**config.mk**
```make
export PLATFORM = sky130hd
export DESIGN_NAME = pfm_fault_pll_monitor
export DESIGN_NICKNAME = d
export VERILOG_FILES = /design/src/design/pfm_pkg.sv /design/src/design/pfm_fault_if.sv /design/src/design/pfm_sync.sv /design/src/design/pfm_fault_chan.sv /design/src/design/pfm_fault_pll_monitor.sv
export SDC_FILE = /design/constraint.sdc
export NUM_CORES = 1
export LEC_CHECK = 0
export CAP_MARGIN = 20
export CORE_MARGIN = 2
export CORE_UTILIZATION = 40
export CTS_CLUSTER_SIZE = 30
export DETAILED_ROUTE_END_ITERATION = 6
export DONT_BUFFER_PORTS = 1
export PLACE_DENSITY = 0.65
export SETUP_SLACK_MARGIN = 0.5
export SYNTH_ARGS = -nofsm -noshare
export SYNTH_HDL_FRONTEND = slang
export SYNTH_SLANG_ARGS = --single-unit
```
**constraint.sdc**
```tcl
create_clock -name ref_clk -period 2.7 [get_ports ref_clk]
set_input_delay 0.135 -clock ref_clk [delete_from_list [all_inputs] [get_ports ref_clk]]
set_output_delay 0.135 -clock ref_clk [all_outputs]
set_load 0.02 [all_outputs]
```
**src/design/pfm_pkg.sv**
```systemverilog
package pfm_pkg;

  // ----------------------------------------------------------------
  // Register map, word indices (byte address is four times the index)
  // ----------------------------------------------------------------
  localparam logic [9:0] IDX_PLL_WATCH = 10'h0C5;
  localparam logic [9:0] IDX_FAULT_CTRL = 10'h0C6;
  localparam logic [9:0] IDX_FAULT_STAT = 10'h0C7;
  localparam logic [9:0] IDX_IRQ_STAT = 10'h0C8;
  localparam logic [9:0] IDX_IRQ_MASK = 10'h0C9;

  // ----------------------------------------------------------------
  // Field positions
  // ----------------------------------------------------------------
  localparam int NUM_FAULTS = 4;
  localparam int FC_LEVEL_LSB = 12;
  localparam int FC_AUTO_LSB = 8;
  localparam int FC_SAFE_LSB = 4;
  localparam int FC_FIE_LSB = 0;
  localparam int FS_FLAG_LSB = 0;
  localparam int FS_FULL_LSB = 4;
  localparam int FS_PIN_LSB = 8;
  localparam int IRQ_FAULT_LSB = 0;
  localparam int IRQ_PLL_BIT = 4;
  localparam int IRQ_START_BIT = 5;
  localparam int IRQ_W = 6;

  // ----------------------------------------------------------------
  // Reset values and encodings
  // ----------------------------------------------------------------
  localparam logic [1:0] PLL_WATCH_RST = 2'h0;
  localparam logic [15:0] FAULT_CTRL_RST = 16'h0000;
  localparam logic [3:0] FULL_SEL_RST = 4'h0;
  localparam logic [5:0] IRQ_RST = 6'h00;
  localparam int PW_MON_BIT = 0;
  localparam int PW_LOCK_BIT = 1;

  // ----------------------------------------------------------------
  // Timing
  // ----------------------------------------------------------------
  localparam int CLK_PERIOD_NS = 40;
  localparam int STARTUP_NS = 25000;
  localparam int STARTUP_CYC = (STARTUP_NS + CLK_PERIOD_NS - 1) / CLK_PERIOD_NS;
  localparam logic [9:0] STARTUP_CNT = 10'(STARTUP_CYC);
  localparam logic [1:0] FILT_SAMPLES = 2'h3;

  typedef enum logic [2:0] {
    PFM_FD_RUN = 3'b001,
    PFM_FD_OFF = 3'b010,
    PFM_FD_START = 3'b100
  } pfm_fd_state_t;

endpackage : pfm_pkg

```
**src/design/pfm_fault_if.sv**
```systemverilog
`timescale 1ns/1ps
interface pfm_fault_if;
  logic [3:0] rawSync;
  logic [3:0] level;
  logic [3:0] autoClear;
  logic [3:0] safety;
  logic [3:0] fullSel;
  logic [3:0] flagClear;
  logic halfStart;
  logic fullStart;
  wire [3:0] filtered;
  wire [3:0] flag;
  wire [3:0] disable_;
  wire [3:0] faultEvent;

  modport ctrl (
    output rawSync, level, autoClear, safety, fullSel, flagClear, halfStart, fullStart,
    input filtered, flag, disable_, faultEvent
  );
  modport chan (
    input rawSync, level, autoClear, safety, fullSel, flagClear, halfStart, fullStart,
    output filtered, flag, disable_, faultEvent
  );
endinterface : pfm_fault_if

```
**src/design/pfm_sync.sv**
```systemverilog
`timescale 1ns/1ps
module pfm_sync #(
  parameter int W = 1
) (
  input wire logic ref_clk,
  input wire logic nrst,
  input wire logic [W-1:0] din,
  output logic [W-1:0] dout
);
  logic [W-1:0] meta_reg;

  always_ff @(posedge ref_clk or negedge nrst) begin
    if (!nrst) begin
      meta_reg <= '0;
      dout <= '0;
    end else begin
      meta_reg <= din;
      dout <= meta_reg;
    end
  end
endmodule : pfm_sync

```
**src/design/pfm_fault_chan.sv**
```systemverilog
`timescale 1ns/1ps
module pfm_fault_chan #(
  parameter int IDX = 0
) (
  input wire logic ref_clk,
  input wire logic nrst,
  pfm_fault_if.chan bus
);
  logic active;
  logic filt_reg;
  logic [1:0] filtCnt_reg;
  logic filtPrev_reg;
  logic flag_reg;
  logic dis_reg;
  logic cycleStart;
  logic clearOk;

  assign active = bus.level[IDX] ? bus.rawSync[IDX] : ~bus.rawSync[IDX];

  // Only the counter resets, so an unknown filtered level settles
  // after three samples while reset leaves a known level untouched
  always_ff @(posedge ref_clk or negedge nrst) begin
    if (!nrst) begin
      filtCnt_reg <= 2'h0;
    end else if (active == filt_reg) begin
      filtCnt_reg <= 2'h0;
    end else if (filtCnt_reg == pfm_pkg::FILT_SAMPLES - 2'h1) begin
      filtCnt_reg <= 2'h0;
    end else begin
      filtCnt_reg <= filtCnt_reg + 2'h1;
    end
  end

  // Filtered level is deliberately left out of reset
  always_ff @(posedge ref_clk) begin
    if (active == filt_reg) begin
      filt_reg <= filt_reg;
    end else if (filtCnt_reg == pfm_pkg::FILT_SAMPLES - 2'h1) begin
      filt_reg <= active;
    end
  end

  always_ff @(posedge ref_clk or negedge nrst) begin
    if (!nrst) begin
      filtPrev_reg <= 1'b0;
      flag_reg <= 1'b0;
    end else begin
      filtPrev_reg <= filt_reg;
      if (filt_reg) begin
        flag_reg <= 1'b1;
      end else if (bus.flagClear[IDX]) begin
        flag_reg <= 1'b0;
      end
    end
  end

  assign cycleStart = bus.fullSel[IDX] ? bus.fullStart : (bus.halfStart | bus.fullStart);
  assign clearOk = bus.autoClear[IDX] ? ~filt_reg
                 : (~flag_reg & (~bus.safety[IDX] | ~filt_reg));

  always_ff @(posedge ref_clk or negedge nrst) begin
    if (!nrst) begin
      dis_reg <= 1'b0;
    end else if (filt_reg) begin
      dis_reg <= 1'b1;
    end else if (cycleStart && clearOk) begin
      dis_reg <= 1'b0;
    end
  end

  assign bus.filtered[IDX] = filt_reg;
  assign bus.flag[IDX] = flag_reg;
  assign bus.disable_[IDX] = dis_reg;
  assign bus.faultEvent[IDX] = filt_reg & ~filtPrev_reg;
endmodule : pfm_fault_chan

```
**src/design/pfm_fault_pll_monitor.sv**
```systemverilog
// Contract
// - Bits 15..2 of PLL watch control read zero, writes ignored.
// - With watching on, hold fractional delay off while PLL lock or reference lost.
// - On PLL recovery, fractional delay runs a 25 us startup before use.
// - Select 00 means no watching, 01 means watching; neither locks.
// - Select 10 or 11 locks the field against writes until reset.
// - One active-level bit per fault input; 0 low is fault, 1 high.
// - One clearing-mode bit per fault input, reset zero, manual or automatic.
// - Manual clearing re-enables only when latched flag clear at cycle start.
// - Automatic clearing re-enables when filtered state clear, flag ignored.
// - Manual safe mode also requires filtered state clear at cycle start.
// - Filtered state shown active high, untouched by reset.
//
// Chosen here: the Wishbone register port.
`timescale 1ns/1ps
module pfm_fault_pll_monitor (
  input wire logic ref_clk,
  input wire logic nrst,
  input wire logic wb_cyc_i,
  input wire logic wb_stb_i,
  input wire logic wb_we_i,
  input wire logic [11:0] wb_adr_i,
  input wire logic [3:0] wb_sel_i,
  input wire logic [31:0] wb_dat_i,
  output logic [31:0] wb_dat_o,
  output logic wb_ack_o,
  input wire logic [3:0] faultInput,
  input wire logic pllLocked,
  input wire logic pllRefPresent,
  input wire logic halfCycleStart,
  input wire logic fullCycleStart,
  input wire logic [3:0] fracDelayPowerUp,
  output logic [3:0] fracDelayRun,
  output logic fracStartupBusy,
  output logic [3:0] outputDisable,
  output logic irq
);

  // ----------------------------------------------------------------
  // Declarations
  // ----------------------------------------------------------------
  logic [1:0] pllWatch_reg;
  logic [15:0] faultCtrl_reg;
  logic [3:0] fullSel_reg;
  logic [5:0] irqStat_reg;
  logic [5:0] irqMask_reg;
  logic [5:0] irqSet;
  logic ack_reg;
  logic [31:0] rdData;
  logic [9:0] wordIdx;
  logic access;
  logic wrStrobe;
  logic rdStrobe;
  logic [3:0] faultSync;
  logic [1:0] pllSync;
  logic pllProblem;
  logic pllProblemPrev_reg;
  logic pllProblemRise;
  logic monitorOn;
  pfm_pkg::pfm_fd_state_t fdState_reg;
  pfm_pkg::pfm_fd_state_t fdState_next;
  logic [9:0] startCnt_reg;
  logic [3:0] puPrev_reg;
  logic puRise;
  logic startDone;
  logic startEntry;

  pfm_fault_if fbus ();

  // ----------------------------------------------------------------
  // Input synchronisers
  // ----------------------------------------------------------------
  pfm_sync #(
    .W(4)
  ) u_fault_sync (
    .ref_clk(ref_clk),
    .nrst(nrst),
    .din(faultInput),
    .dout(faultSync)
  );

  // Lock and reference come from the PLL's own domain
  pfm_sync #(
    .W(2)
  ) u_pll_sync (
    .ref_clk(ref_clk),
    .nrst(nrst),
    .din({pllRefPresent, pllLocked}),
    .dout(pllSync)
  );

  assign pllProblem = ~(pllSync[0] & pllSync[1]);

  // ----------------------------------------------------------------
  // PLL problem edge
  // ----------------------------------------------------------------
  // Synchronisers reset low, which reads as a problem; starting the
  // history high keeps reset itself from posting a problem event
  always_ff @(posedge ref_clk or negedge nrst) begin
    if (!nrst) begin
      pllProblemPrev_reg <= 1'b1;
    end else begin
      pllProblemPrev_reg <= pllProblem;
    end
  end

  assign pllProblemRise = pllProblem & ~pllProblemPrev_reg;

  // ----------------------------------------------------------------
  // Fault channels
  // ----------------------------------------------------------------
  assign fbus.rawSync = faultSync;
  assign fbus.level = faultCtrl_reg[pfm_pkg::FC_LEVEL_LSB +: 4];
  assign fbus.autoClear = faultCtrl_reg[pfm_pkg::FC_AUTO_LSB +: 4];
  assign fbus.safety = faultCtrl_reg[pfm_pkg::FC_SAFE_LSB +: 4];
  assign fbus.fullSel = fullSel_reg;
  assign fbus.halfStart = halfCycleStart;
  assign fbus.fullStart = fullCycleStart;

  // Writing one to a latched flag clears it
  assign fbus.flagClear = (wrStrobe && wordIdx == pfm_pkg::IDX_FAULT_STAT && wb_sel_i[0])
                        ? wb_dat_i[pfm_pkg::FS_FLAG_LSB +: 4] : 4'h0;

  for (genvar i = 0; i < pfm_pkg::NUM_FAULTS; i++) begin : g_chan
    pfm_fault_chan #(
      .IDX(i)
    ) u_chan (
      .ref_clk(ref_clk),
      .nrst(nrst),
      .bus(fbus)
    );
  end

  assign outputDisable = fbus.disable_;

  // ----------------------------------------------------------------
  // Wishbone slave
  // ----------------------------------------------------------------
  // One wait state: ack follows the request by one edge, write lands
  // on the edge the master sees ack.
  assign wordIdx = wb_adr_i[11:2];
  assign access = wb_cyc_i & wb_stb_i & ack_reg;
  assign wrStrobe = access & wb_we_i;
  assign rdStrobe = access & ~wb_we_i;

  always_ff @(posedge ref_clk or negedge nrst) begin
    if (!nrst) begin
      ack_reg <= 1'b0;
    end else begin
      ack_reg <= wb_cyc_i & wb_stb_i & ~ack_reg;
    end
  end

  assign wb_ack_o = ack_reg;

  // Unmapped words read zero and ignore writes
  always_comb begin
    rdData = 32'h0000_0000;
    case (wordIdx)
      pfm_pkg::IDX_PLL_WATCH: begin
        rdData[1:0] = pllWatch_reg;
      end
      pfm_pkg::IDX_FAULT_CTRL: begin
        rdData[15:0] = faultCtrl_reg;
      end
      pfm_pkg::IDX_FAULT_STAT: begin
        rdData[pfm_pkg::FS_FLAG_LSB +: 4] = fbus.flag;
        rdData[pfm_pkg::FS_FULL_LSB +: 4] = fullSel_reg;
        rdData[pfm_pkg::FS_PIN_LSB +: 4] = fbus.filtered;
      end
      pfm_pkg::IDX_IRQ_STAT: begin
        rdData[5:0] = irqStat_reg;
      end
      pfm_pkg::IDX_IRQ_MASK: begin
        rdData[5:0] = irqMask_reg;
      end
      default: begin
        rdData = 32'h0000_0000;
      end
    endcase
  end

  // Data captured when the request is first seen, before any read clear
  always_ff @(posedge ref_clk or negedge nrst) begin
    if (!nrst) begin
      wb_dat_o <= 32'h0000_0000;
    end else if (wb_cyc_i && wb_stb_i && !ack_reg) begin
      wb_dat_o <= rdData;
    end
  end

  // ----------------------------------------------------------------
  // Control registers
  // ----------------------------------------------------------------
  // Lock bit set means the select is frozen until the next reset
  always_ff @(posedge ref_clk or negedge nrst) begin
    if (!nrst) begin
      pllWatch_reg <= pfm_pkg::PLL_WATCH_RST;
    end else if (wrStrobe && wordIdx == pfm_pkg::IDX_PLL_WATCH && wb_sel_i[0]) begin
      if (!pllWatch_reg[pfm_pkg::PW_LOCK_BIT]) begin
        pllWatch_reg <= wb_dat_i[1:0];
      end
    end
  end

  assign monitorOn = pllWatch_reg[pfm_pkg::PW_MON_BIT];

  always_ff @(posedge ref_clk or negedge nrst) begin
    if (!nrst) begin
      faultCtrl_reg <= pfm_pkg::FAULT_CTRL_RST;
    end else if (wrStrobe && wordIdx == pfm_pkg::IDX_FAULT_CTRL) begin
      if (wb_sel_i[0]) begin
        faultCtrl_reg[7:0] <= wb_dat_i[7:0];
      end
      if (wb_sel_i[1]) begin
        faultCtrl_reg[15:8] <= wb_dat_i[15:8];
      end
    end
  end

  always_ff @(posedge ref_clk or negedge nrst) begin
    if (!nrst) begin
      fullSel_reg <= pfm_pkg::FULL_SEL_RST;
    end else if (wrStrobe && wordIdx == pfm_pkg::IDX_FAULT_STAT && wb_sel_i[0]) begin
      fullSel_reg <= wb_dat_i[pfm_pkg::FS_FULL_LSB +: 4];
    end
  end

  always_ff @(posedge ref_clk or negedge nrst) begin
    if (!nrst) begin
      irqMask_reg <= pfm_pkg::IRQ_RST;
    end else if (wrStrobe && wordIdx == pfm_pkg::IDX_IRQ_MASK && wb_sel_i[0]) begin
      irqMask_reg <= wb_dat_i[5:0];
    end
  end

  // ----------------------------------------------------------------
  // Fractional delay watch
  // ----------------------------------------------------------------
  // A rising power-up bit restarts the whole delay block; a single
  // shared timer is cheaper than one per submodule.
  // Power-up history resets low, so a rise seen during the reset
  // startup is ignored there rather than restarting it
  assign puRise = |(fracDelayPowerUp & ~puPrev_reg);
  assign startDone = (fdState_reg == pfm_pkg::PFM_FD_START) && (startCnt_reg == 10'h001);
  assign startEntry = (fdState_next == pfm_pkg::PFM_FD_START)
                      && (fdState_reg != pfm_pkg::PFM_FD_START);

  always_comb begin
    fdState_next = fdState_reg;
    case (fdState_reg)
      pfm_pkg::PFM_FD_RUN: begin
        if (monitorOn && pllProblem) begin
          fdState_next = pfm_pkg::PFM_FD_OFF;
        end else if (puRise) begin
          fdState_next = pfm_pkg::PFM_FD_START;
        end
      end
      pfm_pkg::PFM_FD_OFF: begin
        if (!pllProblem) begin
          fdState_next = pfm_pkg::PFM_FD_START;
        end
      end
      pfm_pkg::PFM_FD_START: begin
        if (monitorOn && pllProblem) begin
          fdState_next = pfm_pkg::PFM_FD_OFF;
        end else if (startDone) begin
          fdState_next = pfm_pkg::PFM_FD_RUN;
        end
      end
      default: begin
        fdState_next = pfm_pkg::PFM_FD_OFF;
      end
    endcase
  end

  always_ff @(posedge ref_clk or negedge nrst) begin
    if (!nrst) begin
      fdState_reg <= pfm_pkg::PFM_FD_START;
    end else begin
      fdState_reg <= fdState_next;
    end
  end

  // Timer reloads on every entry to startup. After reset the state is
  // already startup while busy is still low, so one extra count keeps
  // the busy span at the full startup length.
  always_ff @(posedge ref_clk or negedge nrst) begin
    if (!nrst) begin
      startCnt_reg <= pfm_pkg::STARTUP_CNT + 10'h001;
    end else if (startEntry) begin
      startCnt_reg <= pfm_pkg::STARTUP_CNT;
    end else if (fdState_reg == pfm_pkg::PFM_FD_START && startCnt_reg != 10'h000) begin
      startCnt_reg <= startCnt_reg - 10'h001;
    end
  end

  always_ff @(posedge ref_clk or negedge nrst) begin
    if (!nrst) begin
      puPrev_reg <= 4'h0;
    end else begin
      puPrev_reg <= fracDelayPowerUp;
    end
  end

  // Without watching, software must cycle the power-up bits itself
  always_ff @(posedge ref_clk or negedge nrst) begin
    if (!nrst) begin
      fracDelayRun <= 4'h0;
      fracStartupBusy <= 1'b0;
    end else begin
      fracDelayRun <= (fdState_next == pfm_pkg::PFM_FD_RUN) ? fracDelayPowerUp : 4'h0;
      fracStartupBusy <= (fdState_next == pfm_pkg::PFM_FD_START);
    end
  end

  // ----------------------------------------------------------------
  // Interrupts
  // ----------------------------------------------------------------
  assign irqSet[pfm_pkg::IRQ_FAULT_LSB +: 4] = fbus.faultEvent
                                             & faultCtrl_reg[pfm_pkg::FC_FIE_LSB +: 4];
  assign irqSet[pfm_pkg::IRQ_PLL_BIT] = pllProblemRise;
  assign irqSet[pfm_pkg::IRQ_START_BIT] = startDone;

  // Set beats the read clear so only an event set on the edge that captures the read data is lost
  always_ff @(posedge ref_clk or negedge nrst) begin
    if (!nrst) begin
      irqStat_reg <= pfm_pkg::IRQ_RST;
    end else if (rdStrobe && wordIdx == pfm_pkg::IDX_IRQ_STAT) begin
      irqStat_reg <= irqSet;
    end else begin
      irqStat_reg <= irqStat_reg | irqSet;
    end
  end

  always_ff @(posedge ref_clk or negedge nrst) begin
    if (!nrst) begin
      irq <= 1'b0;
    end else begin
      irq <= |((irqStat_reg | irqSet) & irqMask_reg);
    end
  end

endmodule : pfm_fault_pll_monitor

```
==> impl_metrics.toml, run 1 <==
[status]
run_status = "finished with violations"
failed_checks = "hold timing"

[timing]
setup-tns-final_ps = 0
final.hold.worst_slack_ps = -522
worst_pin_slew_ps = 581
fin_ws_ps = 618
fin_skew_ps = 7.29
layout_worst_path_cycle_share_pct = 77.1
timing.fmax_mhz = 480
final_setup_violating_endpoints = 0
tightest_slew_margin_relative_to_the_limit_pct = 61.1
grt_setup_unrepaired = "false"
report.final.slew_viol_count = 0
timing.final.crit_period_ps = 2080
hold_violations = 107

[power]
power.ir.vdd_worst_mv = 0.273
internal-power_w = 0.00247
static-leakage-power_nw = 2.43
pwr-share-clk_pct = 38.0
p_sw_w = 0.000755
combinationalPowerShare_pct = 6.6
sequential_cell_fraction_of_total_power_pct = 55.4
cellPowerDensity_nw_per_um2 = 585
power.switching_fraction_pct = 23.4

[floorplan]
core_area_um2 = 11900
die-height_um = 114
floorplan.initialDensity_pct = 40.7
rows = 40
pin_count = 108
die-area_um2 = 13000
die_width_um = 114

[synth]
synthArstFlopShare_pct = 96.4
syn_avg_cell_area_um2 = 12.0
synthesis.instances = 406
ys_seq_area_share_pct = 57.8
dominant_register_cell_in_the_synthesized_netlist = "sky130_fd_sc_hd__dfrtp_1"
ys_ff_latch = 111
synth.lib_cells_used.distinct = 53
synth-edff-count = 4
combined_area_of_all_synthesized_cells_um2 = 4850
synth_warnings = 0

[placed_design]
number_of_instances_in_the_placed_design = 545
placed_cell_area_um2 = 4950
number_of_buffers_inserted_by_port_buffering = 0
gpl.final_weighted_congestion = 0.776
post-place-ws_ps = 529
hpwlAfterDp_mm = 7.10

[hold_path]
min-delay-path-class = "input port to asynchronous set/reset pin"

[setup_path]
rr_endpoint = "fbus.fullSel[0]"
timing.rr.start = "wb_ack_o"
r2r_setup_slk_ps = 620
slowest_stage = "sky130_fd_sc_hd__dfrtp_1"
timing.critical_path.required_ps = 2930
cp_slowest_stage_delay_ps = 470
critical_path_class = "register to register"
worst_ep_arrival_time_ps = 2310
setup.worst_path.start_class = "register"
critPathCaptureType = "register"
worstRegToRegCells = 5
timing.critical_path.cells = "nand3_1 -> or2_1 -> nor4_4 -> buf_4 -> mux2_2"
largest_fanout_of_any_net_on_the_critical_path = 6

[clocking]
clk-insertion-delay-late_ps = 340
clock_path_buffers = 2
clkSlewWorstSetupHoldPaths_ps = 70
cts.hold.buffers_added = 26
total_number_of_h_tree_levels = 3
clock_sink_count = 111
tritoncts = "yes"
clockRootBuffer = "sky130_fd_sc_hd__clkbuf_16"
cts_made_buffers = 9
cts.repair.resized = 0

[drt]
antenna_violating_nets_post_route = 0
drt_pass1_iterations = 4
initialDrtViolationCount = 144
detail_route.drc_violations = 0
via_count = 3137
route.detailed.wl_per_inst_um = 17.3
detail_route.wirelength_mm = 10.2
post_drt_via_cell_ratio = 5.34

[grt]
grt_start_max_net_pins = 108
grt.total_usage_pct = 16.2
first_global_vias = 3236
grt_overflow = 0
grt_antenna_before_repair = 0
grt_pass1_wl_mm = 16.4

[final_layout]
insertedDiodeCount = 0
stdcell_area_um2 = 5500
layout_commonest_cell = "sky130_fd_sc_hd__dfrtp_1"
most-common-layout-cells = "100 x sky130_fd_sc_hd__dfrtp_1, 27 x sky130_fd_sc_hd__nand2_1, 27 x sky130_fd_sc_hd__mux2_2, 26 x sky130_fd_sc_hd__dlygate4sd3_1, 23 x sky130_fd_sc_hd__o21ai_0"
final_nets = 504
fin_cells = 588
final_layout_size_suffix_gt1_share_pct = 15.0
flow.area_growth_from_synthesis_pct = 13.4

[run]
max_cap_viol_count = 0
==> stage by stage <==
step / utilization (%) / power [W]
detailed placement: 41.5 / 0.00199
global route: 46.2 / 0.00335
floorplan: - / 0.00197
global placement: 41.5 / 0.00198
CTS: 46.0 / 0.00326
finish: 46.2 / 0.00322
==> layer usage <==
layer  track usage, %  vias up  wire (um)
met3             4.24        9        588
li1                 -     1472          -
met4             5.12        0        128
met2             26.3       80       4920
met5                0        -          0
met1             21.5     1576       4560
==> power by group through the flow <==
stage / Sequential [W] / Clock (W) / Combinational, W
2_1_floorplan: 0.00180 / 0 / 0.000169
3_3_place_gp: 0.00181 / 0 / 0.000170
3_5_place_dp: 0.00181 / 0 / 0.000177
4_1_cts: 0.00178 / 0.00126 / 0.000215
5_1_grt: 0.00179 / 0.00133 / 0.000238
6_report: 0.00178 / 0.00122 / 0.000214
==> final cells by class <==
class	count	area (um2)
clock buffers	11	233
well taps	147	184
inverters	15	56.3
fillers	1111	6410
multi-input cells	266	1860
clock inverters	5	41.3
repair buffers	33	325
flip-flops and latches	111	2810
==> what timing repair did <==
| action | CTS | global route |
|---|---|---|
| setup endpoints to repair | 0 | 8 |
| hold endpoints to repair | 153 | 107 |
| setup buffers | 0 | 1 |
==> synth_stat cells, types with 5 or more instances <==
cell	instances	area, um2
sky130_fd_sc_hd__dfrtp_1	100	2500
sky130_fd_sc_hd__mux2_2	27	304
sky130_fd_sc_hd__nand2_1	27	101
sky130_fd_sc_hd__o21ai_0	23	115
sky130_fd_sc_hd__buf_4	20	150
sky130_fd_sc_hd__mux2i_1	18	180
sky130_fd_sc_hd__inv_1	15	56.3
sky130_fd_sc_hd__nor2_1	14	52.6
sky130_fd_sc_hd__a21oi_1	13	65.1
sky130_fd_sc_hd__nor3b_1	11	82.6
sky130_fd_sc_hd__nor3_1	9	45.0
sky130_fd_sc_hd__xnor2_1	9	78.8
sky130_fd_sc_hd__dfstp_2	7	184
sky130_fd_sc_hd__nand2b_1	7	43.8
sky130_fd_sc_hd__nor2b_1	7	43.8
sky130_fd_sc_hd__a21o_1	6	45.0
sky130_fd_sc_hd__a31oi_1	6	37.5
sky130_fd_sc_hd__buf_2	5	25.0
sky130_fd_sc_hd__nand3_1	5	25.0
sky130_fd_sc_hd__nand3b_1	5	37.5
sky130_fd_sc_hd__or3_1	5	31.3
==> critical path, delay by kind of cell (launching register included) <==
kind | cells | cell delay (ps)
mux | 1 | 340
buf+inv | 1 | 240
flops | 1 | 470
simple gates | 3 | 900
==> worst max path at each step <==
| stage | startpoint | end | slack [ps] | cells past startpoint |
|---|---|---|---|---|
| 4_1_cts | wb_ack_o | faultCtrl_reg[4] | 510 | 4 |
| 3_3_place_gp | wb_ack_o | faultCtrl_reg[2] | 560 | 4 |
| 5_1_grt | wb_ack_o | fbus.fullSel[2] | 540 | 5 |
| 3_5_place_dp | wb_ack_o | faultCtrl_reg[4] | 530 | 4 |
| 2_1_floorplan | wb_ack_o | faultCtrl_reg[0] | 840 | 5 |
| 6_report | wb_ack_o | fbus.fullSel[0] | 620 | 5 |
==> cells by family after synthesis <==
group	synth area share (%)
AND/OR/NAND/NOR	14.7
flip-flops	57.8
AO/OA/AOI/OAI	9.70
multiplexers	9.98
buffers and inverters	5.08
XOR/XNOR	1.81
adder cells (fa/ha/maj)	0.774
other	0.0773
No activity file was read; power rests on OpenSTA's default activity.
==> run 2: changes to the inputs <==
Settings changed: PLACE_DENSITY 0.65 to 0.67.
Clock period 2.7 ns to 1.79 ns, I/O delays scaled along.
==> run 2 against run 1 <==
  * The run ends with hold timing, setup timing left
  * Die area is the same
  * Clock power grew 70%
  * First-iteration DRC count is 8.3% higher
  * Routed wire length is 19% higher
  * Worst setup slack worse by 630 ps
  * Critical endpoint is now startCnt_reg[3]
  * Critical path depth shrank 1
  * Clock skew grew 0.68 ps
  * Sequential power up 51%
  * Critical path type unchanged
  * Core utilization up 11 points
  * Global-route usage is 2.7 points higher
  * Via count up 10%
==> impl_metrics.toml, run 2 (synthesized netlist as in run 1, its figures left out) <==
[status]
run_status = "finished with violations"
failed_checks = "hold timing, setup timing"

[timing]
fin_skew_ps = 7.96
grt_setup_unrepaired = "true"
final_setup_violating_endpoints = 1
worst_pin_slew_ps = 668
tightest_slew_margin_relative_to_the_limit_pct = 55.4
report.final.slew_viol_count = 0
timing.final.crit_period_ps = 1810
timing.fmax_mhz = 554
setup-tns-final_ps = -15.8
final.hold.worst_slack_ps = -583
fin_ws_ps = -15.8
hold_violations = 107
layout_worst_path_cycle_share_pct = 101

[floorplan]
die-height_um = 114
floorplan.initialDensity_pct = 40.7
rows = 40
pin_count = 108
die_width_um = 114
core_area_um2 = 11900
die-area_um2 = 13000

[final_layout]
most-common-layout-cells = "99 x sky130_fd_sc_hd__dfrtp_1, 34 x sky130_fd_sc_hd__buf_4, 29 x sky130_fd_sc_hd__dlygate4sd3_1, 27 x sky130_fd_sc_hd__mux2_4, 26 x sky130_fd_sc_hd__buf_6"
area_occupied_by_multi_input_gates_um2 = 2530
ff_latch_area_um2 = 2810
layout_commonest_cell = "sky130_fd_sc_hd__dfrtp_1"
final_nets = 564
final_layout_size_suffix_gt1_share_pct = 40.1
postLayoutCoreUtil_pct = 57.2
stdcell_area_um2 = 6810
flow.area_growth_from_synthesis_pct = 40.3
insertedDiodeCount = 0
layout.filler_cells = 918

[grt]
grt_antenna_before_repair = 0
grt_overflow = 0
first_global_vias = 3636
grt_start_max_net_pins = 108
grt.total_usage_pct = 19.0
grt_pass1_wl_mm = 18.9

[power]
static-leakage-power_nw = 2.98
power.ir.vdd_worst_mv = 0.667
cellPowerDensity_nw_per_um2 = 794

[setup_path]
critical_path_class = "register to register"
cp.buffers_inverters = 0
worstRegToRegCells = 4
critPathTopFamily = "simple AND/OR/NAND/NOR gates"
setup.worst_path.start_class = "register"
critPathCaptureType = "register"
timing.critical_path.required_ps = 2090
slowest_stage = "sky130_fd_sc_hd__dfstp_2"
largest_fanout_of_any_net_on_the_critical_path = 2
cp_slowest_stage_delay_ps = 530
timing.critical_path.depth = 4
timing.critical_path.cells = "or3b_4 -> or4_4 -> a311o_1 -> a21oi_2"
worst_ep_arrival_time_ps = 2100

[placed_design]
gpl.final_weighted_congestion = 0.818
hpwlAfterDp_mm = 7.30
placed_cell_area_um2 = 5210
number_of_buffers_inserted_by_port_buffering = 0

[clocking]
clock_path_buffers = 2
clk-insertion-delay-late_ps = 360
cts.hold.buffers_added = 29
clkSlewWorstSetupHoldPaths_ps = 80
cts_made_buffers = 9
clockRootBuffer = "sky130_fd_sc_hd__clkbuf_16"
total_number_of_h_tree_levels = 3
clock_sink_count = 111
tritoncts = "yes"

[drt]
via_count = 3454
route.detailed.wl_per_inst_um = 18.6
detail_route.drc_violations = 0
post_drt_via_cell_ratio = 5.33
initialDrtViolationCount = 156
detail_route.wirelength_mm = 12.1
drt_pass1_iterations = 4
antenna_violating_nets_post_route = 0

[run]
max_cap_viol_count = 0

[hold_path]
min-delay-path-class = "input port to asynchronous set/reset pin"
run 2: cell count changes in the layout (fill, tap and decap cells not counted), moves of 9 or more:
| cell | previous run | this run |
|---|---|---|
| sky130_fd_sc_hd__buf_4 | 6 | 34 |
| sky130_fd_sc_hd__nand2_1 | 27 | 18 |
| sky130_fd_sc_hd__mux2_4 | 0 | 27 |
| sky130_fd_sc_hd__buf_6 | 0 | 26 |
| sky130_fd_sc_hd__mux2_2 | 27 | 0 |
| sky130_fd_sc_hd__o21ai_0 | 23 | 11 |
run 2: worst paths after layout:
path / end / start / slack [ps]
hold / removal: puPrev_reg[2] / nrst / -580
max in group asynchronous: pllProblemPrev_reg / nrst / 2170
setup reg to reg: startCnt_reg[3] / fdState_reg[2] / -20
hold reg to reg: u_pll_sync.dout[0] / u_pll_sync.meta_reg[0] / 350
min in group ref_clk: g_chan[0].u_chan.dis_reg / fullCycleStart / 0
setup / recovery: startCnt_reg[3] / fdState_reg[2] / -20
run 2: timing repair:
action,4_1_cts,5_1_grt
pin swaps,41,31
resized for setup,96,44
hold endpoints to repair,161,107
gates cloned,1,0
buffers inserted,30,12
setup endpoints to repair,69,76
run 2: where the power goes:
group | internal, W | leakage [nW] | switching, W
logic | 0.000333 | 1.44 | 0.000306
clock network | 0.00110 | 0.146 | 0.000981
registers | 0.00261 | 1.39 | 0.0000772
run 2: layer usage:
metal / vias up / global-route usage (%) / part of all wire, %
met5: - / 0 / 0
met4: 0 / 7.97 / 2.8
met3: 25 / 5.56 / 5.9
met2: 97 / 31.5 / 50
met1: 1738 / 23.2 / 42
li1: 1594 / - / -
run 2: area by class of cell:
class	instances	area share, %
Timing Repair Buffer	93	13.5
Clock buffer	9	3.31
Sequential cell	111	41.2
Clock inverter	7	1.21
Multi-Input combinational cell	266	37.2
Tap cell	147	2.70
Inverter	15	0.900
run 2: metrics by stage:
stage                     total power, W  std cells  setup WS [ps]
after CTS                        0.00536        636          -4.98
after floorplan                  0.00303        421          -20.7
after detailed placement         0.00310        560           4.12
after global routing             0.00561        648          -63.8
after global placement           0.00309        560           33.0
final                            0.00541        648          -15.8
